==> src/core/evs_pkg.sv <==
// package for the ev low-voltage supervisor: thresholds, timing, widths
// assumes a 250 MHz core clock; analog values arrive already digitised
package evs_pkg;
  // clock rate
  localparam int unsigned CLK_HZ = 250_000_000;
  // power-on initialisation time in milliseconds
  localparam int unsigned INIT_TIME_MS = 3000;
  localparam longint unsigned INIT_CYCLES =
    (longint'(CLK_HZ) * INIT_TIME_MS) / 1000;
  // aux battery threshold in millivolts (12.7 V)
  localparam logic [15:0] LOWBAT_MV_DEFAULT = 16'h319C;
  // state of charge floor in percent (25 %)
  localparam logic [6:0] SOC_FLOOR_PCT = 7'h19;
  // pump duty in percent (60 %)
  localparam logic [6:0] PUMP_DUTY_PCT_DEFAULT = 7'h3C;
  localparam logic [6:0] PWM_PERIOD_STEPS = 7'h64;
  // pwm step prescale: one step per this many clocks
  localparam int unsigned PWM_STEP_CYCLES = 250;
  // regen threshold in amps, magnitude of -35 A
  localparam logic [15:0] REGEN_AMPS_DEFAULT = 16'h0023;
  typedef enum logic [1:0] {
    EVS_ST_INIT = 2'b01,
    EVS_ST_RUN = 2'b10
  } evs_state_t;
endpackage

==> src/core/evs_supervisor.sv <==
// ev 12 V supervisor: dc/dc, pump, fan, decel light, controller inhibits
// assumes all inputs synchronous to core_clk and already digitised
//
// Functional notes
// - dc/dc on: ignition, charging, or low-battery watchdog
// - watchdog activates at configured aux voltage threshold
// - watchdog blocked while state of charge below 25%
// - pump on driving or charging, isolated from ignition
// - pump pwm at configured duty, default 60%
// - fan follows bms request, driving and charging
// - fan request ignored when off and not charging
// - decel light: ignition on and regen at or beyond threshold
// - outputs valid only after 3 second initialisation
// - discharge and regen inhibit follow bms shutdown requests
// - brake/steering relay follows ignition
`timescale 1ns/1ps
`default_nettype none
module evs_supervisor #(
  parameter longint unsigned INIT_CYCLES = evs_pkg::INIT_CYCLES,
  parameter logic [15:0] LOWBAT_MV = evs_pkg::LOWBAT_MV_DEFAULT,
  parameter logic [6:0] PUMP_DUTY_PCT = evs_pkg::PUMP_DUTY_PCT_DEFAULT,
  parameter logic [15:0] REGEN_AMPS = evs_pkg::REGEN_AMPS_DEFAULT,
  parameter int unsigned PWM_STEP_CYCLES = evs_pkg::PWM_STEP_CYCLES
) (
  input wire logic core_clk,
  input wire logic reset,
  input wire logic ignition_on,
  input wire logic charging_mode,
  input wire logic [15:0] aux_batt_mv,
  input wire logic [6:0] soc_pct,
  input wire logic fan_request,
  input wire logic discharge_shutdown_req,
  input wire logic charge_shutdown_req,
  input wire logic signed [15:0] pack_current_a,
  output logic init_done,
  output logic dcdc_enable,
  output logic pump_enable,
  output logic pump_pwm,
  output logic fan_enable,
  output logic decel_light,
  output logic discharge_inhibit,
  output logic regen_inhibit,
  output logic brake_steer_relay
);

  // ==========================================================
  // input registers
  // ==========================================================
  logic ign_q;
  logic chg_q;
  logic fan_req_q;
  logic dis_req_q;
  logic chg_req_q;
  logic [15:0] aux_mv_q;
  logic [6:0] soc_q;
  logic signed [15:0] cur_q;
  // reads as a full battery so the watchdog stays quiet out of reset
  localparam logic [15:0] AUX_IDLE_MV = 16'hFFFF;

  // single-bit status lines
  always_ff @(posedge core_clk or posedge reset) begin
    if (reset) begin
      ign_q <= 1'b0;
      chg_q <= 1'b0;
      fan_req_q <= 1'b0;
      dis_req_q <= 1'b0;
      chg_req_q <= 1'b0;
    end else begin
      ign_q <= ignition_on;
      chg_q <= charging_mode;
      fan_req_q <= fan_request;
      dis_req_q <= discharge_shutdown_req;
      chg_req_q <= charge_shutdown_req;
    end
  end

  // measured values, sampled every clock
  always_ff @(posedge core_clk or posedge reset) begin
    if (reset) begin
      aux_mv_q <= AUX_IDLE_MV;
      soc_q <= 7'h00;
      cur_q <= 16'sh0000;
    end else begin
      aux_mv_q <= aux_batt_mv;
      soc_q <= soc_pct;
      cur_q <= pack_current_a;
    end
  end

  // ==========================================================
  // initialisation timer
  // ==========================================================
  evs_pkg::evs_state_t state;
  logic [31:0] init_cnt;
  logic init_end;
  logic counting;
  localparam logic [31:0] INIT_LAST = 32'(INIT_CYCLES - 1);

  assign init_end = (init_cnt == INIT_LAST);
  assign counting = (state == evs_pkg::EVS_ST_INIT) && !init_end;

  // counter parks at its last value; only a reset starts it again
  always_ff @(posedge core_clk or posedge reset) begin
    if (reset) begin
      init_cnt <= 32'h0000_0000;
    end else if (counting) begin
      init_cnt <= init_cnt + 32'h0000_0001;
    end
  end

  always_ff @(posedge core_clk or posedge reset) begin
    if (reset) begin
      state <= evs_pkg::EVS_ST_INIT;
    end else begin
      case (state)
        evs_pkg::EVS_ST_INIT: begin
          if (init_end) begin
            state <= evs_pkg::EVS_ST_RUN;
          end
        end
        evs_pkg::EVS_ST_RUN: begin
          state <= evs_pkg::EVS_ST_RUN;
        end
        default: begin
          state <= evs_pkg::EVS_ST_INIT;
        end
      endcase
    end
  end

  logic run;
  assign run = (state == evs_pkg::EVS_ST_RUN);

  // ==========================================================
  // pump pwm: 100 steps per period
  // ==========================================================
  logic [15:0] step_cnt;
  logic step_en;
  logic [6:0] pwm_pos;
  localparam logic [15:0] STEP_LAST = 16'(PWM_STEP_CYCLES - 1);
  localparam logic [6:0] PWM_LAST = evs_pkg::PWM_PERIOD_STEPS - 7'h01;

  // prescaler runs from reset, so the pwm phase is free-running
  assign step_en = (step_cnt == STEP_LAST);

  always_ff @(posedge core_clk or posedge reset) begin
    if (reset) begin
      step_cnt <= 16'h0000;
    end else if (step_en) begin
      step_cnt <= 16'h0000;
    end else begin
      step_cnt <= step_cnt + 16'h0001;
    end
  end

  always_ff @(posedge core_clk or posedge reset) begin
    if (reset) begin
      pwm_pos <= 7'h00;
    end else if (step_en) begin
      pwm_pos <= (pwm_pos == PWM_LAST) ? 7'h00 : pwm_pos + 7'h01;
    end
  end

  // ==========================================================
  // low-battery watchdog
  // ==========================================================
  logic watchdog_active;

  // watchdog triggers at or below the threshold voltage
  // no hysteresis: once the battery recovers the converter drops out
  assign watchdog_active = (aux_mv_q <= LOWBAT_MV)
    && (soc_q >= evs_pkg::SOC_FLOOR_PCT);

  // ==========================================================
  // control decisions
  // ==========================================================
  logic vehicle_live;
  logic regen_big;
  logic signed [16:0] regen_limit;

  assign vehicle_live = ign_q || chg_q;
  // regen current is negative; compare against the negated magnitude
  assign regen_limit = -$signed({1'b0, REGEN_AMPS});
  assign regen_big = ($signed({cur_q[15], cur_q}) <= regen_limit);

  // ==========================================================
  // next output values, all held low during init
  // ==========================================================
  logic next_init_done;
  logic next_dcdc_enable;
  logic next_pump_enable;
  logic next_pump_pwm;
  logic next_fan_enable;
  logic next_decel_light;
  logic next_discharge_inhibit;
  logic next_regen_inhibit;
  logic next_brake_steer_relay;

  always_comb begin
    next_init_done = 1'b0;
    next_dcdc_enable = 1'b0;
    next_pump_enable = 1'b0;
    next_pump_pwm = 1'b0;
    next_fan_enable = 1'b0;
    next_decel_light = 1'b0;
    next_discharge_inhibit = 1'b0;
    next_regen_inhibit = 1'b0;
    next_brake_steer_relay = 1'b0;

    if (run) begin
      next_init_done = 1'b1;
      next_dcdc_enable = ign_q || chg_q || watchdog_active;
      // pump has its own output so charging never drives ignition loads
      next_pump_enable = vehicle_live;
      next_pump_pwm = vehicle_live && (pwm_pos < PUMP_DUTY_PCT);
      next_fan_enable = fan_req_q && vehicle_live;
      next_decel_light = ign_q && regen_big;
      // inhibits pass straight through: the bms owns those decisions
      next_discharge_inhibit = dis_req_q;
      next_regen_inhibit = chg_req_q;
      next_brake_steer_relay = ign_q;
    end
  end

  // ==========================================================
  // output registers: no glitch ever reaches a relay driver
  // ==========================================================
  always_ff @(posedge core_clk or posedge reset) begin
    if (reset) begin
      init_done <= 1'b0;
    end else begin
      init_done <= next_init_done;
    end
  end

  always_ff @(posedge core_clk or posedge reset) begin
    if (reset) begin
      dcdc_enable <= 1'b0;
    end else begin
      dcdc_enable <= next_dcdc_enable;
    end
  end

  always_ff @(posedge core_clk or posedge reset) begin
    if (reset) begin
      pump_enable <= 1'b0;
    end else begin
      pump_enable <= next_pump_enable;
    end
  end

  always_ff @(posedge core_clk or posedge reset) begin
    if (reset) begin
      pump_pwm <= 1'b0;
    end else begin
      pump_pwm <= next_pump_pwm;
    end
  end

  always_ff @(posedge core_clk or posedge reset) begin
    if (reset) begin
      fan_enable <= 1'b0;
    end else begin
      fan_enable <= next_fan_enable;
    end
  end

  always_ff @(posedge core_clk or posedge reset) begin
    if (reset) begin
      decel_light <= 1'b0;
    end else begin
      decel_light <= next_decel_light;
    end
  end

  always_ff @(posedge core_clk or posedge reset) begin
    if (reset) begin
      discharge_inhibit <= 1'b0;
    end else begin
      discharge_inhibit <= next_discharge_inhibit;
    end
  end

  always_ff @(posedge core_clk or posedge reset) begin
    if (reset) begin
      regen_inhibit <= 1'b0;
    end else begin
      regen_inhibit <= next_regen_inhibit;
    end
  end

  always_ff @(posedge core_clk or posedge reset) begin
    if (reset) begin
      brake_steer_relay <= 1'b0;
    end else begin
      brake_steer_relay <= next_brake_steer_relay;
    end
  end

endmodule
`default_nettype wire

==> config.mk <==
export PLATFORM = sky130hd
export DESIGN_NAME = evs_supervisor
export DESIGN_NICKNAME = d
export VERILOG_FILES = /design/src/core/evs_pkg.sv /design/src/core/evs_supervisor.sv
export SDC_FILE = /design/constraint.sdc
export NUM_CORES = 1
export LEC_CHECK = 0
export BUFFER_PORTS_ARGS = -buffer_cell sky130_fd_sc_hd__buf_2
export CORE_ASPECT_RATIO = 1.2
export CORE_MARGIN = 4
export CORE_UTILIZATION = 61
export DETAILED_ROUTE_END_ITERATION = 10
export HOLD_SLACK_MARGIN = 0.06
export PLACE_DENSITY = 0.81
export SYNTH_ARGS = -nofsm -noshare
export SYNTH_HDL_FRONTEND = slang
export SYNTH_SLANG_ARGS = --single-unit
==> constraint.sdc <==
create_clock -name core_clk -period 7.2 [get_ports core_clk]
set_clock_uncertainty 0.05 [all_clocks]
set_input_delay 0.36 -clock core_clk [delete_from_list [all_inputs] [get_ports core_clk]]
set_output_delay 0.36 -clock core_clk [all_outputs]
set_load 0.01 [all_outputs]
==> key figures, run 1 <==
Outcome
  – Status: finished, final reports clean

Routing
  – Wl on met1: 3.29 mm
  – Routed len/inst: 15.6 um
  – First-pass DRT Iterations: 4
  – Vias per cell: 5.44
  – Vias: 2915
  – Routed WL: 8.34 mm
  – Highest metal used: met4
  – WL met3: 279 um
  – Iteration-0 DRC Markers: 147
  – Drc violations: 0
  – Antenna-violating nets left: 0
  – Metal2 WL: 4.59 mm

Logic synthesis
  – Post-synth net total: 391
  – Synth Instances: 339
  – Register area share after synthesis: 64.6%
  – Synth top area share: 54.1%
  – EDFF count, synth: 0
  – Yosys reg bits: 109
  – YS warnings: 0
  – Area leader, netlist: dfrtp_1
  – Most used DFF post-synth: dfrtp_1
  – Most common cell in the netlist: dfrtp_1
  – Top cells by count, synth: dfrtp_1 (92), nand2_1 (27), xnor2_1 (27)
  – Synth Area per Inst: 12.5 um^2
  – Post-synth cell types: 48
  – Synthesized area: 0.00425 mm^2
  – Top cells by area, synth: dfrtp_1 (54%), dfstp_2 (11%), xnor2_1 (5.6%), xor2_1 (3.1%), nand4_1 (2.5%)
  – Ys async rst share: 100%

Job
  – Max cap viols: 0

Floorplan
  – Core area: 0.00681 mm^2
  – Die height: 99.5 um
  – Io pins: 55
  – Starting Density: 62.4%
  – Die area: 0.00838 mm^2
  – # rows: 33
  – Die W: 84.2 um

Cells and area
  – Fill cells: 436
  – Layout Area Growth over Synthesis: 24.1%
  – Final cell count without fillers: 536
  – Layout net count: 496
  – Share of layout cells above drive strength 1: 21.8%
  – Inserted Diodes: 0

Global routing
  – First-pass GRT wire length: 14.1 mm
  – GRT Total Usage: 21.6%
  – Total global routing overflow: 0
  – Vias in the first global route: 3071
  – Pin count of the biggest net entering global routing: 69
  – Initial antenna violation count: 0

Power and ir drop
  – VDD IR max: 184 uV
  – Power per cell area: 201 mW/mm^2
  – Leakage: 0.00241 uW

Timing
  – Max-slew violation total from the final report: 0
  – Final worst setup slack: 4980 ps
  – Setup violations, final: 0
  – Crit path time final: 2220 ps
  – Final period util: 30.8%
  – Fmax: 451 MHz
  – RSZ-0062 raised after global routing: false
  – Relative slew slack: 47.2%
  – Actual slew at the worst max-slew pin: 791 ps
  – Final TNS setup: 0 ps
  – Endpoints failing hold: 0

Setup path
  – Crit path launch type: flop
  – CP arrival: 2440 ps
  – Worst r2r src: init_cnt[3]
  – Reg-to-Reg End: init_cnt[1]
  – CP max stage cell: dfrtp_1
  – Worst-case reg-to-reg path depth: 5
  – Critical path required time: 7420 ps
  – Crit-path max cell delay: 460 ps
  – Flop2flop setup slack: 4980 ps
  – Worst-path fanout max: 9
  – CP Launch Point: init_cnt[3]
  – Worst setup path category: flop to flop
  – Top Family by Delay on Critical Path: simple AND/OR/NAND/NOR gates
  – WP depth: 5
  – CP Capture Point: init_cnt[1]
  – Crit. End Element: flop
  – WP buf/inv: 0
  – Critical Path, Cell by Cell: nand4_1, nor4_2, nand4_2, o21ai_4, mux2_1

CTS
  – CTS root buf: clkbuf_8
  – Clock latency on the worst-skew pair: 380 ps
  – TritonCTS clock tree: done
  – H-Tree Depth: 3
  – Clk slew on worst S/H paths: 120 ps
  – Clk sinks: 109
  – Post_cts resized: 0
  – CTS buffer count: 9
  – Clk buf depth: 2

Place
  – HPWL Detailed: 5.37 mm
  – IO buf count: 53
  – Placed Cells incl. Taps: 476
  – Worst slack at placement: 5000 ps
  – GP Congestion: 0.858

Min path
  – HP Start: cur_q[6]
  – Class of the worst hold path: flop to flop
[flip-flops by register name, indices dropped and copies added, names as in the netlist, 2 cells and up]
register,count
pwm_pos,7
cur_q,15
soc_q,7
step_cnt,16
aux_mv_q,16
init_cnt,32
state,2
[through the flow]
stage          hold WS (ps)  total power [uW]  utilization [%]  cell area (um^2)
2_1_floorplan           314               652                -              4250
3_3_place_gp            370               667             67.8              4620
3_5_place_dp            381               669             67.8              4620
4_1_cts                 405              1070             77.5              5280
5_1_grt                 438              1100             77.5              5280
6_report                396              1060             77.5              5280
[timing repair]
action,4_1_cts,5_1_grt
hold endpoints to repair,84,0
buffers inserted,0,0
hold buffers,44,0
[how the worst min path moves through the flow]
stage                     cells after the start  slack (ps)           to
final                                         1         400  decel_light
after global routing                          1         440  decel_light
after CTS                                     1         400  decel_light
after detailed placement                      2         380     cur_q[9]
after global placement                        2         370    cur_q[10]
after floorplan                               0         310  aux_mv_q[0]
[layout make-up]
cell class	instances	area (um^2)	share of cell area [%]
clock inverters	6	70.1	1.33
well taps	87	109	2.06
repair buffers	98	713	13.5
flip-flops and latches	109	2750	52.1
multi-input cells	218	1460	27.6
inverters	8	32.5	0.616
clock buffers	10	149	2.82
[cells by family (layout without fill, tap and decap cells)]
| kind of cell | Yosys count | in the layout | share of synthesized area [%] |
|---|---|---|---|
| buffers and inverters | 12 | 122 | 1.15 |
| and+or+nand+nor | 139 | 139 | 18.2 |
| muxes | 5 | 5 | 1.27 |
| AOI/OAI and AO/OA | 26 | 26 | 4.35 |
| adders and majority gates | 6 | 6 | 1.77 |
| xor gates and xnor gates | 42 | 42 | 8.65 |
| DFF | 109 | 109 | 64.6 |
[where the power goes]
| group | internal (uW) | leakage, uW | switching [uW] |
|---|---|---|---|
| clock | 158 | 0.000110 | 228 |
| sequential | 628 | 0.00138 | 3.80 |
| combinational | 25.3 | 0.000919 | 18.7 |
| total | 811 | 0.00241 | 250 |
[placed cells by master (no fill, tap or decap), types with 3 or more instances in the layout]
cell type       n
nand2_1        27
clkbuf_8        9
dfrtp_1        92
and2_1          5
inv_1           7
nor2_1         23
dlygate4sd3_1  44
nand3_1        19
nor4_1          6
nor4b_1         3
buf_2          53
or3_1           3
xnor2_1        27
xor2_1         15
a21oi_1         6
and4_1          3
o21ai_0         7
nand4_1        17
and3_1          3
dfstp_2        17
ha_1            6
nor3_1         12
[layer usage]
layer / global-route usage (%) / vias to the layer above
met5: 0 / -
li1: - / 1406
met2: 39.1 / 53
met1: 24.6 / 1440
met4: 8.91 / 0
met3: 4.89 / 16
Power figures use the tool's default switching activity.
==> inputs of run 2 (changes only) <==
--- a/config.mk
+++ b/config.mk
@@ -8,10 +8,10 @@
 export BUFFER_PORTS_ARGS = -buffer_cell sky130_fd_sc_hd__buf_2
 export CORE_ASPECT_RATIO = 1.2
 export CORE_MARGIN = 4
-export CORE_UTILIZATION = 61
+export CORE_UTILIZATION = 51
 export DETAILED_ROUTE_END_ITERATION = 10
 export HOLD_SLACK_MARGIN = 0.06
-export PLACE_DENSITY = 0.81
+export PLACE_DENSITY = 0.72
 export SYNTH_ARGS = -nofsm -noshare
 export SYNTH_HDL_FRONTEND = slang
 export SYNTH_SLANG_ARGS = --single-unit
==> constraint.sdc (replaced) <==
create_clock -name core_clk -period 2 [get_ports core_clk]
set_clock_uncertainty 0.05 [all_clocks]
set_input_delay 0.1 -clock core_clk [delete_from_list [all_inputs] [get_ports core_clk]]
set_output_delay 0.1 -clock core_clk [all_outputs]
set_load 0.01 [all_outputs]
==> run 2 against run 1 <==
Compared with the run above:
- the flow now finishes with violations (setup timing)
- critical path depth unchanged
- largest power group unchanged
- core utilization down 9.3 points
- critical path type unchanged
- via count up 3.6%
- combinational power rose to 3.9 times the previous value
- first-iteration DRC count up 2.7%
- die area up 18%
- hold slack worse by 200 ps
- highest routed layer unchanged
- cell count up 6.0%
- worst setup slack worse by 5000 ps
- total power rose to 3.5 times the previous value
- flip-flop and latch count unchanged
- wire length up 3.5%
==> key figures, run 2 (same netlist as run 1, synthesis figures left out) <==
Cells and area
  – Share of layout cells above drive strength 1: 28.3%
  – Max FFs per register: 32
  – Commonest non-fill, non-tap cells in the layout: dfrtp_1 (91), buf_2 (53), dlygate4sd3_1 (44), nand2_1 (27), xnor2_1 (27)
  – Commonest non-fill, non-tap cell in the layout: dfrtp_1
  – Biggest register: init_cnt
  – Largest registers: init_cnt x32, aux_mv_q x16, step_cnt x16
  – Layout net count: 520
  – Inserted Diodes: 0
  – Layout Area Growth over Synthesis: 30.0%
  – Final instance area: 0.00553 mm^2

Routing
  – Drc violations: 0
  – Routed len/inst: 15.2 um
  – Iteration-0 DRC Markers: 151
  – Routed WL: 8.63 mm
  – First-pass DRT Iterations: 5
  – Vias per cell: 5.32
  – Antenna-violating nets left: 0
  – Vias: 3021

CTS
  – Clock latency on the worst-skew pair: 370 ps
  – Clk sinks: 109
  – Clk slew on worst S/H paths: 100 ps
  – TritonCTS clock tree: done
  – CTS root buf: clkbuf_8
  – H-Tree Depth: 3
  – CTS buffer count: 9
  – Clk buf depth: 2

Outcome
  – Status: finished with violations
  – Failing checks: setup timing

Setup path
  – CP arrival: 2220 ps
  – Crit-path max cell delay: 550 ps
  – Reg-to-Reg End: init_cnt[1]
  – Worst r2r src: init_cnt[24]
  – Flop2flop setup slack: -20 ps
  – CP max stage cell: or4b_1
  – Critical path required time: 2210 ps
  – CP Launch Point: init_cnt[24]
  – Worst setup path category: flop to flop
  – Worst-case reg-to-reg path depth: 5
  – Critical Path, Cell by Cell: or4b_1, nor3_2, nand4_2, o21ai_4, mux2_1
  – Crit. End Element: flop
  – Crit path launch type: flop
  – Worst-path fanout max: 3

Global routing
  – Vias in the first global route: 3195
  – First-pass GRT wire length: 14.6 mm
  – Total global routing overflow: 0
  – Initial antenna violation count: 0
  – Pin count of the biggest net entering global routing: 45
  – GRT Total Usage: 18.8%

Min path
  – Class of the worst hold path: input pin to async pin

Timing
  – Fmax: 496 MHz
  – Relative slew slack: 66.0%
  – RSZ-0062 raised after global routing: true
  – Final worst setup slack: -17.2 ps
  – Setup violations, final: 1
  – Final period util: 101%
  – Crit path time final: 2020 ps
  – Endpoints failing hold: 0
  – Actual slew at the worst max-slew pin: 502 ps
  – Max-slew violation total from the final report: 0

Power and ir drop
  – Total power: 3690 uW
  – Power per cell area: 668 mW/mm^2
  – Leakage: 0.00253 uW
  – VDD IR max: 395 uV

Floorplan
  – Io pins: 55
  – # rows: 36
  – Starting Density: 52.5%
  – Die W: 91.4 um
  – Die height: 108 um
  – Die area: 0.00987 mm^2
  – Core area: 0.00811 mm^2

Place
  – GP Congestion: 0.905
  – Post-Place Cell Area: 0.00482 mm^2
  – Worst slack at placement: -17.8 ps
  – HPWL Detailed: 5.89 mm
  – IO buf count: 53

Job
  – Max cap viols: 0
run 2: changes by cell type in the layout (fill, tap and decap cells not counted), sizes merged:
cell / before / now
clkinvlp: 0 / 1
inv: 11 / 12
clkinv: 3 / 1
buf: 54 / 78
run 2: critical path, delay by kind of cell, from the launching register on:
kind            cells  cell delay (ps)
simple gates        3              910
mux                 1              340
flops               1              410
compound gates      1              200
run 2: timing repair:
item / CTS / global route
hold endpoints to repair: 140 / 0
gates resized for setup: 2 / 14
hold buffers: 44 / 0
buffers inserted: 0 / 3
pin swaps: 1 / 9
setup endpoints to repair: 3 / 21
run 2: worst max path at each step:
stage                         to  depth (start not counted)
floorplan            init_cnt[1]                          5
global placement    init_cnt[31]                          6
detailed placement   init_cnt[1]                          5
CTS                 init_cnt[24]                          6
global route         init_cnt[1]                          5
finish               init_cnt[1]                          5
run 2: layer usage:
layer	vias up	wire (um)	part of all wire, %	track usage [%]
met5	-	0	0	0
met4	0	136	1.6	7.33
met3	15	278	3.2	3.97
met2	57	4670	54	34.0
met1	1497	3550	41	22.0
li1	1452	-	-	-
run 2: per-stage QoR:
| step | hold slack [ps] | std cells | TNS [ps] | utilization (%) |
|---|---|---|---|---|
| after floorplan | 54.5 | 339 | 0 | - |
| after global placement | 51.2 | 506 | 0 | 59.4 |
| after detailed placement | 52.6 | 506 | -17.8 | 59.4 |
| after CTS | 193 | 566 | -0.610 | 67.2 |
| after global routing | 212 | 568 | -197 | 68.2 |
| final | 195 | 568 | -17.2 | 68.2 |
run 2: layout make-up:
cell class | instances | area (um^2)
fillers | 574 | 2580
multi-input cells | 218 | 1530
repair buffers | 122 | 918
clock inverters | 6 | 52.6
inverters | 8 | 33.8
well taps | 95 | 119
flip-flops and latches | 109 | 2750
clock buffers | 10 | 128
run 2: report_power, final:
| part | total [uW] | internal (uW) | switching (uW) |
|---|---|---|---|
| sequential | 2270 | 2260 | 12.6 |
| combinational | 170 | 99.1 | 70.8 |
| clock | 1250 | 480 | 769 |
| total | 3690 | 2840 | 852 |
==> inputs of run 3 (changes only) <==
==> constraint.sdc (replaced) <==
create_clock -name core_clk -period 2 [get_ports core_clk]
set_clock_uncertainty 0.05 [all_clocks]
set_input_delay 0.4 -clock core_clk [delete_from_list [all_inputs] [get_ports core_clk]]
set_output_delay 0.4 -clock core_clk [all_outputs]
set_load 0.1 [all_outputs]
==> run 3 against run 2 <==
Compared with the run above:
- the run now ends clean
- flip-flop and latch count stayed put
- count of clock-buffer cells in the layout rose by 1
- global-route usage shrank 0.24 points
- worst setup slack better by 37 ps
- critical path type unchanged
==> key figures, run 3 (same netlist as run 1, synthesis figures left out) <==
Routing
  – Drc violations: 0
  – First-pass DRT Iterations: 4
  – Vias: 2983
  – Antenna-violating nets left: 0
  – Vias per cell: 5.31
  – Routed len/inst: 15.3 um
  – Iteration-0 DRC Markers: 144
  – Routed WL: 8.62 mm

Setup path
  – Crit. End Element: flop
  – Flop2flop setup slack: 20 ps
  – Reg-to-Reg End: init_cnt[1]
  – Crit path launch type: flop
  – Worst r2r src: init_cnt[17]
  – Crit-path max cell delay: 550 ps
  – Worst-case reg-to-reg path depth: 5
  – CP arrival: 2200 ps
  – Worst-path fanout max: 4
  – Critical Path, Cell by Cell: or4_4, nor4_4, nand4_2, o21ai_4, mux2_4
  – Critical path required time: 2220 ps
  – CP max stage cell: or4_4
  – Worst setup path category: flop to flop

Job
  – Max cap viols: 0

Cells and area
  – Max FFs per register: 32
  – Final cell count without fillers: 562
  – Share of layout cells above drive strength 1: 29.8%
  – Commonest non-fill, non-tap cells in the layout: dfrtp_1 (92), buf_2 (53), dlygate4sd3_1 (33)
  – Largest registers: init_cnt x32, aux_mv_q x16, step_cnt x16
  – Layout Area Growth over Synthesis: 29.3%
  – Biggest register: init_cnt
  – Layout net count: 514
  – Commonest non-fill, non-tap cell in the layout: dfrtp_1
  – Inserted Diodes: 0

Place
  – GP Congestion: 0.866
  – IO buf count: 53
  – Placed Cells incl. Taps: 510
  – Worst slack at placement: -4.11 ps
  – HPWL Detailed: 5.78 mm

CTS
  – CTS root buf: clkbuf_8
  – CTS buffer count: 9
  – Clk slew on worst S/H paths: 100 ps
  – TritonCTS clock tree: done
  – Clk sinks: 109
  – Clock latency on the worst-skew pair: 370 ps
  – Clk buf depth: 2
  – H-Tree Depth: 3

Timing
  – Endpoints failing hold: 0
  – Fmax: 505 MHz
  – Final period util: 99.0%
  – Setup violations, final: 0
  – RSZ-0062 raised after global routing: true
  – Final TNS setup: 0 ps
  – Crit path time final: 1980 ps
  – Actual slew at the worst max-slew pin: 500 ps
  – Max-slew violation total from the final report: 0
  – Worst hold margin: 79.6 ps
  – Relative slew slack: 66.3%
  – Final worst setup slack: 19.4 ps

Floorplan
  – Core area: 0.00811 mm^2
  – Die W: 91.4 um
  – # rows: 36
  – Starting Density: 52.5%
  – Die area: 0.00987 mm^2
  – Io pins: 55
  – Die height: 108 um

Global routing
  – Initial antenna violation count: 0
  – First-pass GRT wire length: 14.5 mm
  – Total global routing overflow: 0
  – Pin count of the biggest net entering global routing: 53
  – GRT Total Usage: 18.6%
  – Vias in the first global route: 3148

Power and ir drop
  – Gate power share: 4.0%
  – VDD IR max: 468 uV
  – Power share of the sequential group: 59.9%
  – Switching share of power: 22.6%
  – Int Power: 2930 uW
  – Leakage: 0.00252 uW
  – Total power: 3790 uW
  – P_sw: 858 uW
  – Power share of the clock group: 36.1%
  – Power per cell area: 689 mW/mm^2

Min path
  – Hold Path Depth: 1
  – HP Start: pack_current_a[5]
  – Worst hold endpoint: cur_q[5]
  – Class of the worst hold path: input pin to flop

Outcome
  – Status: finished, final reports clean
==> run 3: cell type report <==
cell class | count | area, um^2
Multi-Input combinational cell | 218 | 1530
Tap cell | 95 | 119
Clock inverter | 5 | 51.3
Fill cell | 582 | 2610
Inverter | 8 | 33.8
Timing Repair Buffer | 116 | 850
Sequential cell | 109 | 2750
Clock buffer | 11 | 163
==> run 3: worst max-delay path by stage <==
stage	startpoint	cells past startpoint	slack, ps	to
finish	init_cnt[17]	5	20	init_cnt[1]
global placement	init_cnt[24]	5	30	init_cnt[1]
CTS	init_cnt[17]	5	10	init_cnt[1]
global route	init_cnt[17]	5	-50	init_cnt[1]
detailed placement	init_cnt[24]	5	-4	init_cnt[1]
floorplan	init_cnt[24]	5	10	init_cnt[1]
==> run 3: power by group through the flow <==
stage / Combinational (uW) / Clock, uW / Sequential [uW]
finish: 151 / 1370 / 2270
detailed placement: 104 / 0 / 2310
global route: 171 / 1510 / 2280
CTS: 143 / 1400 / 2270
global placement: 101 / 0 / 2310
floorplan: 37.8 / 0 / 2310
==> run 3: critical path, delay by kind of cell (launching register included) <==
family,cells,cell delay [ps]
AND/OR/NAND/NOR,3,870
flip-flops,1,390
multiplexers,1,320
AO/OA/AOI/OAI,1,250
==> run 3: timing repair <==
action                                 4_1_cts  5_1_grt
buffers inserted                             0        4
gates resized for setup                      2       14
endpoints found under the hold margin       43        7
pin swaps                                    1        9
setup endpoints to repair                    1       14
hold buffers                                26        7
==> run 3: per-layer routing <==
| metal | global-route usage (%) | vias to the layer above | wire length, um |
|---|---|---|---|
| met5 | 0 | - | 0 |
| met1 | 22.3 | 1481 | 3500 |
| met4 | 7.11 | 0 | 155 |
| met2 | 33.1 | 49 | 4720 |
| li1 | - | 1440 | - |
| met3 | 3.69 | 13 | 238 |
==> run 3: metrics by stage <==
stage	area (um^2)	util [%]
after CTS	5340	65.8
after floorplan	4260	-
after global routing	5500	67.8
after global placement	4850	59.8
after detailed placement	4850	59.8
final	5500	67.8
